File: src/rtl/host_supervision_defs.svh
// Offsets, codes and timing counts of the host supervision timer block
//------------------------------------------------------------
// Operation
//------------------------------------------------------------
// Operation
// - Expiry query answer: byte count 1, then 0x00 clear or 0x01 expired.
// - Unservable request answers function code plus 0x80 and one exception code.
// - Period answer has byte count 2; value 0..0x00FF in 0.1 s units.
// - Host-alive via 0x03 or 0x04 with data 0x0000 is accepted and never answered; other data gets exception 0x03.
// - Function 0x05 item 0x0104: 0xFF00 enables, 0x0000 disables the timer.
// - Function 0x05 item 0x010D with 0xFF00 clears the expiry flag.
// - Successful single write echoes function, item and value as received.
// - Function 0x06 item 0x01E8 loads period 0..0x00FF and echoes item and value.
`ifndef HOST_SUPERVISION_DEFS_SVH
`define HOST_SUPERVISION_DEFS_SVH

// Function codes
`define FN_READ_COILS 8'h01
`define FN_READ_HOLDING 8'h03
`define FN_READ_INPUT 8'h04
`define FN_WRITE_COIL 8'h05
`define FN_WRITE_REG 8'h06
`define FN_EXCEPTION_BIT 8'h80

// Item addresses
`define ITEM_ENABLE_COIL 16'h0104
`define ITEM_EXPIRY_FLAG 16'h010D
`define ITEM_PERIOD 16'h01E8
`define ITEM_HOST_ALIVE 16'h3038

// Data values
`define QTY_ONE 16'h0001
`define COIL_ON 16'hFF00
`define COIL_OFF 16'h0000
`define ALIVE_DATA 16'h0000
`define PERIOD_MAX 16'h00FF

// Exception codes
`define EXC_ILLEGAL_FUNCTION 8'h01
`define EXC_ILLEGAL_ADDRESS 8'h02
`define EXC_ILLEGAL_VALUE 8'h03

// Reply lengths in bytes after the function code
`define LEN_EXPIRY 3'h2
`define LEN_PERIOD 3'h3
`define LEN_ECHO 3'h4
`define LEN_EXCEPTION 3'h1

// Reset values
`define RST_PERIOD 8'h00
`define RST_ENABLE 1'b0

// Timing: one countdown step in ns and in core clock cycles
`define STEP_NS 100000000
`define CLK_PERIOD_NS 10
`define STEP_CYCLES (`STEP_NS / `CLK_PERIOD_NS)

`endif

File: src/rtl/host_supervision_pkg.sv
// Types shared by the host supervision timer block
package host_supervision_pkg;

  // Kind of reply produced for one request
  typedef enum logic [1:0] {
    RSP_NONE,
    RSP_DATA,
    RSP_EXCEPTION
  } rsp_kind_t;

endpackage : host_supervision_pkg

File: src/rtl/step_tick.sv
// Free running divider giving one enable pulse per countdown step
`timescale 1ns/1ps
`include "host_supervision_defs.svh"

module step_tick #(
  parameter int unsigned STEP_CYCLES = `STEP_CYCLES
) (
  // Clock and reset
  input wire logic core_clk,
  input wire logic rst_n,
  // Restart the step phase
  input wire logic restart,
  // One-cycle step pulse
  output logic tick
);

  localparam int unsigned CW = (STEP_CYCLES > 1) ? $clog2(STEP_CYCLES) : 1;
  localparam logic [CW-1:0] LAST = CW'(STEP_CYCLES - 1);

  logic [CW-1:0] cnt_r;
  wire at_last = (cnt_r == LAST);

  // Restart aligns the first step to a full period after a reload
  always_ff @(posedge core_clk or negedge rst_n) begin
    if (!rst_n) begin
      cnt_r <= '0;
      tick <= 1'b0;
    end else begin
      cnt_r <= (restart || at_last) ? '0 : cnt_r + 1'b1;
      tick <= at_last && !restart;
    end
  end

endmodule : step_tick

File: src/rtl/host_supervision_timer.sv
// Host supervision timer: decoded request handling, countdown and replies
`timescale 1ns/1ps
`include "host_supervision_defs.svh"

module host_supervision_timer #(
  parameter int unsigned STEP_CYCLES = `STEP_CYCLES
) (
  // Clock and reset
  input wire logic core_clk,
  input wire logic rst_n,
  // Decoded request from the frame layer, addressed to this module
  input wire logic req_valid,
  input wire logic [7:0] req_func,
  input wire logic [15:0] req_addr,
  input wire logic [15:0] req_data,
  // Reply to the frame layer, payload bytes MSB first after the function code
  output logic rsp_valid,
  output logic [7:0] rsp_func,
  output logic [2:0] rsp_len,
  output logic [31:0] rsp_payload,
  // Visible timer state
  output logic timer_enabled,
  output logic expiry_flag,
  output logic [7:0] period_value
);

  //------------------------------------------------------------
  // Request decode
  //------------------------------------------------------------
  wire fn_rd_coil = (req_func == `FN_READ_COILS);
  wire fn_rd_hold = (req_func == `FN_READ_HOLDING);
  wire fn_rd_inp = (req_func == `FN_READ_INPUT);
  wire fn_wr_coil = (req_func == `FN_WRITE_COIL);
  wire fn_wr_reg = (req_func == `FN_WRITE_REG);
  wire fn_known = fn_rd_coil | fn_rd_hold | fn_rd_inp | fn_wr_coil | fn_wr_reg;

  wire at_enable = (req_addr == `ITEM_ENABLE_COIL);
  wire at_expiry = (req_addr == `ITEM_EXPIRY_FLAG);
  wire at_period = (req_addr == `ITEM_PERIOD);
  wire at_alive = (req_addr == `ITEM_HOST_ALIVE);

  wire val_on = (req_data == `COIL_ON);
  wire val_off = (req_data == `COIL_OFF);
  wire qty_one = (req_data == `QTY_ONE);

  // Host-alive is taken on either register read function, 0x03 or 0x04
  wire is_alive = (fn_rd_hold | fn_rd_inp) & at_alive;
  wire alive_ok = is_alive & (req_data == `ALIVE_DATA);

  // Query forms
  wire rd_expiry = fn_rd_coil & at_expiry;
  wire rd_period = fn_rd_hold & at_period;

  // Write forms; only exact coil values are legal
  wire wr_enable = fn_wr_coil & at_enable;
  wire wr_clear = fn_wr_coil & at_expiry;
  wire enable_ok = wr_enable & (val_on | val_off);
  wire clear_ok = wr_clear & val_on;
  wire wr_period = fn_wr_reg & at_period;
  wire period_ok = wr_period & (req_data <= `PERIOD_MAX);

  // Address recognised for the function used
  wire addr_ok = rd_expiry | rd_period | is_alive | wr_enable | wr_clear | wr_period;
  // Value or quantity acceptable
  wire value_ok = (rd_expiry & qty_one) | (rd_period & qty_one) | alive_ok
                | enable_ok | clear_ok | period_ok;

  // Exception code choice, function first, then address, then value
  wire [7:0] exc_code = !fn_known ? `EXC_ILLEGAL_FUNCTION :
                        !addr_ok ? `EXC_ILLEGAL_ADDRESS : `EXC_ILLEGAL_VALUE;

  wire take = req_valid;
  wire alive_now = take & alive_ok;
  wire enable_now = take & enable_ok;
  wire clear_now = take & clear_ok;
  wire period_now = take & period_ok;

  //------------------------------------------------------------
  // Control state
  //------------------------------------------------------------
  logic enable_r;
  logic enable_nxt;
  logic expiry_r;
  logic expiry_nxt;
  logic [7:0] period_r;
  logic [7:0] period_nxt;
  logic [7:0] count_r;
  logic [7:0] count_nxt;
  logic tick;

  // Enable follows the coil value only when it is a legal one
  assign enable_nxt = enable_now ? val_on : enable_r;
  assign period_nxt = period_now ? req_data[7:0] : period_r;

  // Any reload restarts both count and step phase
  wire reload = alive_now | period_now | (enable_now & val_on & !enable_r);

  // Expiry when the last step runs out; a zero period expires on the first step
  wire run = enable_r & tick;
  wire hit_zero = run & (count_r <= 8'h01) & !reload;

  // Countdown holds at zero until the next reload
  assign count_nxt = reload ? period_nxt :
                     (run && count_r != 8'h00) ? count_r - 8'h01 : count_r;

  // Set wins over a clear arriving in the same cycle
  assign expiry_nxt = hit_zero | (expiry_r & !clear_now);

  step_tick #(
    .STEP_CYCLES(STEP_CYCLES)
  ) u_step_tick (
    .core_clk(core_clk),
    .rst_n(rst_n),
    .restart(reload),
    .tick(tick)
  );

  // State registers
  always_ff @(posedge core_clk or negedge rst_n) begin
    if (!rst_n) begin
      enable_r <= `RST_ENABLE;
      expiry_r <= 1'b0;
      period_r <= `RST_PERIOD;
      count_r <= `RST_PERIOD;
    end else begin
      enable_r <= enable_nxt;
      expiry_r <= expiry_nxt;
      period_r <= period_nxt;
      count_r <= count_nxt;
    end
  end

  //------------------------------------------------------------
  // Reply build
  //------------------------------------------------------------
  host_supervision_pkg::rsp_kind_t kind;
  logic [7:0] fn_out;
  logic [2:0] len_out;
  logic [31:0] pay_out;

  // Alive requests with data 0x0000 produce no reply; other data gets an exception
  assign kind = !take ? host_supervision_pkg::RSP_NONE :
                alive_ok ? host_supervision_pkg::RSP_NONE :
                value_ok ? host_supervision_pkg::RSP_DATA :
                host_supervision_pkg::RSP_EXCEPTION;

  // Payload per request kind; the flag reported is the state before this request
  always_comb begin
    fn_out = req_func;
    len_out = `LEN_ECHO;
    pay_out = {req_addr, req_data};
    case (kind)
      host_supervision_pkg::RSP_DATA: begin
        if (rd_expiry) begin
          len_out = `LEN_EXPIRY;
          pay_out = {8'h01, 7'h00, expiry_r, 16'h0000};
        end else if (rd_period) begin
          len_out = `LEN_PERIOD;
          pay_out = {8'h02, 8'h00, period_r, 8'h00};
        end
      end
      host_supervision_pkg::RSP_EXCEPTION: begin
        fn_out = req_func | `FN_EXCEPTION_BIT;
        len_out = `LEN_EXCEPTION;
        pay_out = {exc_code, 24'h000000};
      end
      default: begin
        len_out = `LEN_ECHO;
      end
    endcase
  end

  // Reply registers; valid is a one-cycle pulse one edge after the request
  always_ff @(posedge core_clk or negedge rst_n) begin
    if (!rst_n) begin
      rsp_valid <= 1'b0;
      rsp_func <= 8'h00;
      rsp_len <= 3'h0;
      rsp_payload <= 32'h00000000;
    end else begin
      rsp_valid <= (kind != host_supervision_pkg::RSP_NONE);
      if (kind != host_supervision_pkg::RSP_NONE) begin
        rsp_func <= fn_out;
        rsp_len <= len_out;
        rsp_payload <= pay_out;
      end
    end
  end

  // Visible state straight from flops
  always_ff @(posedge core_clk or negedge rst_n) begin
    if (!rst_n) begin
      timer_enabled <= `RST_ENABLE;
      expiry_flag <= 1'b0;
      period_value <= `RST_PERIOD;
    end else begin
      timer_enabled <= enable_nxt;
      expiry_flag <= expiry_nxt;
      period_value <= period_nxt;
    end
  end

endmodule : host_supervision_timer

File: config.mk
export PLATFORM = sky130hd
export DESIGN_NAME = host_supervision_timer
export DESIGN_NICKNAME = d
export VERILOG_FILES = /design/src/rtl/host_supervision_pkg.sv /design/src/rtl/step_tick.sv /design/src/rtl/host_supervision_timer.sv
export VERILOG_INCLUDE_DIRS = /design/src /design/src/rtl
export SDC_FILE = /design/constraint.sdc
export NUM_CORES = 1
export LEC_CHECK = 0
export ABC_AREA = 1
export BUFFER_PORTS_ARGS = -buffer_cell sky130_fd_sc_hd__buf_2
export CAP_MARGIN = 5
export CORE_ASPECT_RATIO = 1.75
export CORE_UTILIZATION = 50
export DETAILED_ROUTE_END_ITERATION = 8
export HOLD_SLACK_MARGIN = 0.06
export PLACE_DENSITY = 0.81
export SETUP_SLACK_MARGIN = 0.15
export SLEW_MARGIN = 20
export SYNTH_ARGS = -nofsm -noshare
export SYNTH_HDL_FRONTEND = slang
export SYNTH_SLANG_ARGS = --single-unit
export TNS_END_PERCENT = 1
File: constraint.sdc
create_clock -name core_clk -period 1.9 [get_ports core_clk]
set_input_delay 0.475 -clock core_clk [delete_from_list [all_inputs] [get_ports core_clk]]
set_output_delay 0.475 -clock core_clk [all_outputs]
set_load 0.01 [all_outputs]
==> impl_metrics.ini <==
[floorplan]
initial_core_util = 0.510
ioPinCount = 97
die_x_um = 76.1
die_h_um = 132
fp-row-count = 47
core_area_mm2 = 0.00941
die_area_mm2 = 0.0100

[drt]
avgViaCountPerCell = 5.37
drc_errors = 0
dr.pass1.iters = 5
top_layer = met4
wl_met3_um = 666
dr_wl_met2_mm = 7.79
drtAntennaViolNets = 0
m1WireLength_mm = 4.98
wl_per_cell_um = 15.2
drt_iter0_drc = 375
wirelength_mm = 14.4
route.vias.total = 5103

[global_routing]
grt_max_degree = 35
grt_pass1_wl_mm = 22.8
grtUsageTotal = 0.291
antenna_found_initial = 0
grt_pass1_vias = 5112
overflow = 0

[logic_synthesis]
synth-async-reset-ratio = 1.00
synth_area_leaders = dfrtp_1, nand2_1, nor2_1
synthDistinctLibCells = 32
yosysMostFrequentCell = nand2_1
syn_nets = 704
netlist_area_mm2 = 0.00480
synth_top_area_cell = dfrtp_1
synth_edf_count = 0
synth_ff_type = dfrtp_1
synth_seq_area_share = 0.453
yosysWarnings = 0
synth_common_cells = nand2_1, nor2_1, inv_1, dfrtp_1, nand3_1
syn_avg_cell_area_um2 = 7.30
syn_inst = 658
synth-seq-cells = 87
yosysTopAreaCellShare = 0.453

[clock_network]
clk_latency_ps = 350
clk_path_buf_depth = 2
numCtsBuffers = 9
cts.sinks = 87
clk_pin_slew_ps = 60
clockRootBuffer = clkbuf_16
cts_tree = done
htree_levels = 3

[power_and_ir_drop]
power.leakage_nw = 3.47
vdd_drop_max_v = 0.000580
cellPowerDensity_mw_per_mm2 = 626

[setup_path]
rr_startpoint = u_step_tick.cnt_r[13]
cp_common_cell = nand2_1
crit_arrival_ps = 1960
cpMaxStageDelayCell = dfrtp_1
crit_path_start_kind = flop
setup.worst_path.start = u_step_tick.cnt_r[13]
endpoint_kind = flop
crit_type = flop to flop
critPathMaxStageDelay_ps = 410
cp.buffers_inverters = 2
reg2reg_slack_ps = 170
crit_required_ps = 2130
crit_fanout = 20
path_delay_family = simple AND/OR/NAND/NOR gates
crit_chain = inv_1 -> nand2_1 -> nor3_2 -> nand4_1 -> nor3_1 -> nand2_1 -> nand3_1 -> buf_12 -> nor2_1

[place]
dp_hpwl_mm = 10.9
place_area_mm2 = 0.00589
place_congestion = 0.985
port_buffers = 96

[cells_and_area]
area_delta_synth_final_pct = 35.3
register_area_mm2 = 0.00218
fin_area_mm2 = 0.00649
multi_input_area_mm2 = 0.00238
drive_gt1_frac = 0.318
post-route-util = 0.690
num-fill-cells = 728
fin_nets = 871
antenna_cells = 0

[timing]
slew_headroom = 0.714
finalSetupViolations = 0
finalSetupTns_ps = 0
min_period_ps = 1730
hold_viol_final = 0
holdWs_ps = 61.4
clock_skew_ps = 9.72
post-route-period-util = 0.910
fmax_mhz = 578
drv_slew = 0
rsz0062_at_grt = yes
max_slew.worst_pin.slew_ps = 429

[status]
status = completed

[min_path]
hold_class = input port to asynchronous set/reset pin

[run]
max_cap_violations = 0
layer usage:
layer | track usage | vias to the layer above
li1 | - | 2407
met1 | 0.284 | 2376
met2 | 0.536 | 240
met3 | 0.0465 | 80
met4 | 0.223 | 0
met5 | 0 | -
placed cells by master (no fill, tap or decap), types with 2 or more instances in the layout:
| cell | instances |
|---|---|
| bufinv_16 | 2 |
| nand3_4 | 2 |
| inv_2 | 14 |
| clkbuf_16 | 9 |
| nor2_4 | 14 |
| nand2_2 | 17 |
| buf_12 | 3 |
| buf_4 | 70 |
| a21oi_1 | 5 |
| clkinv_2 | 2 |
| nand4_1 | 26 |
| o21ai_2 | 6 |
| nor3_1 | 19 |
| nand2_4 | 3 |
| nand3_1 | 51 |
| nor2_2 | 15 |
| o21ai_1 | 20 |
| nand3b_1 | 2 |
| nor4_1 | 5 |
| a22oi_1 | 2 |
| nand2_1 | 147 |
| o21ai_0 | 4 |
| nor2_1 | 81 |
| inv_1 | 92 |
| buf_2 | 95 |
| nor3_2 | 2 |
| nand3_2 | 3 |
| xor2_1 | 16 |
| dfrtp_1 | 86 |
| ha_1 | 2 |
power breakdown:
| part | leakage [nW] | internal, W | total, W | switching (W) |
|---|---|---|---|---|
| clock | 0.155 | 0.00118 | 0.00187 | 0.000696 |
| sequential | 1.09 | 0.00187 | 0.00188 | 0.00000883 |
| combinational | 2.22 | 0.000127 | 0.000313 | 0.000186 |
| total | 3.47 | 0.00317 | 0.00406 | 0.000891 |
worst register-to-register path, cell delays in order (launching register included):
cell	delay [ps]
dfrtp_1	410
inv_1	100
nand2_1	110
nor3_2	200
nand4_1	120
nor3_1	190
nand2_1	110
nand3_1	140
buf_12	170
nor2_1	70
per-stage QoR:
stage	cells	setup slack (ps)	power, W
floorplan	658	73.3	0.00201
global placement	928	-207	0.00220
detailed placement	928	-277	0.00221
CTS	943	87.4	0.00406
global route	951	75.0	0.00419
finish	951	170	0.00406
what timing repair did:
item | 4_1_cts | 5_1_grt
gates resized for setup | 4 | 65
cloned | 0 | 1
hold buffers | 0 | 0
pin swaps | 0 | 20
buffers inserted | 0 | 7
endpoints found under the setup margin | 34 | 78
area by class of cell:
type                    count  area share
repair buffers            169       0.165
inverters                 106      0.0613
multi-input cells         452       0.366
clock inverters             4      0.0108
clock buffers              11      0.0374
well taps                 122      0.0235
flip-flops and latches     87       0.335
state kept, by name (all words and copies together), names as in the netlist:
signal and cells:
rsp_payload 32, u_step_tick.cnt_r 24, count_r 8, period_value 8, rsp_func 8, rsp_len 3, expiry_flag 1, rsp_valid 1
timer_enabled 1, u_step_tick.tick 1
cell families (layout without fill, tap and decap cells):
group           after synthesis  in the layout  share of synthesized area
fa+ha+maj                     3              3                    0.00782
xor+xnor                     17             17                     0.0310
simple gates                391            392                      0.364
buf+inv                     120            290                      0.100
flops                        87             87                      0.453
compound gates               40             40                     0.0438
path summary, 6_finish.rpt:
check | depth (start not counted) | end
max | 9 | u_step_tick.cnt_r[0]
min | 1 | rsp_payload[8]
max reg2reg | 9 | u_step_tick.cnt_r[0]
min reg2reg | 2 | rsp_func[6]
max in group asynchronous | 2 | u_step_tick.cnt_r[11]
min in group core_clk | 3 | rsp_func[5]
No activity file was read; power rests on OpenSTA's default activity.
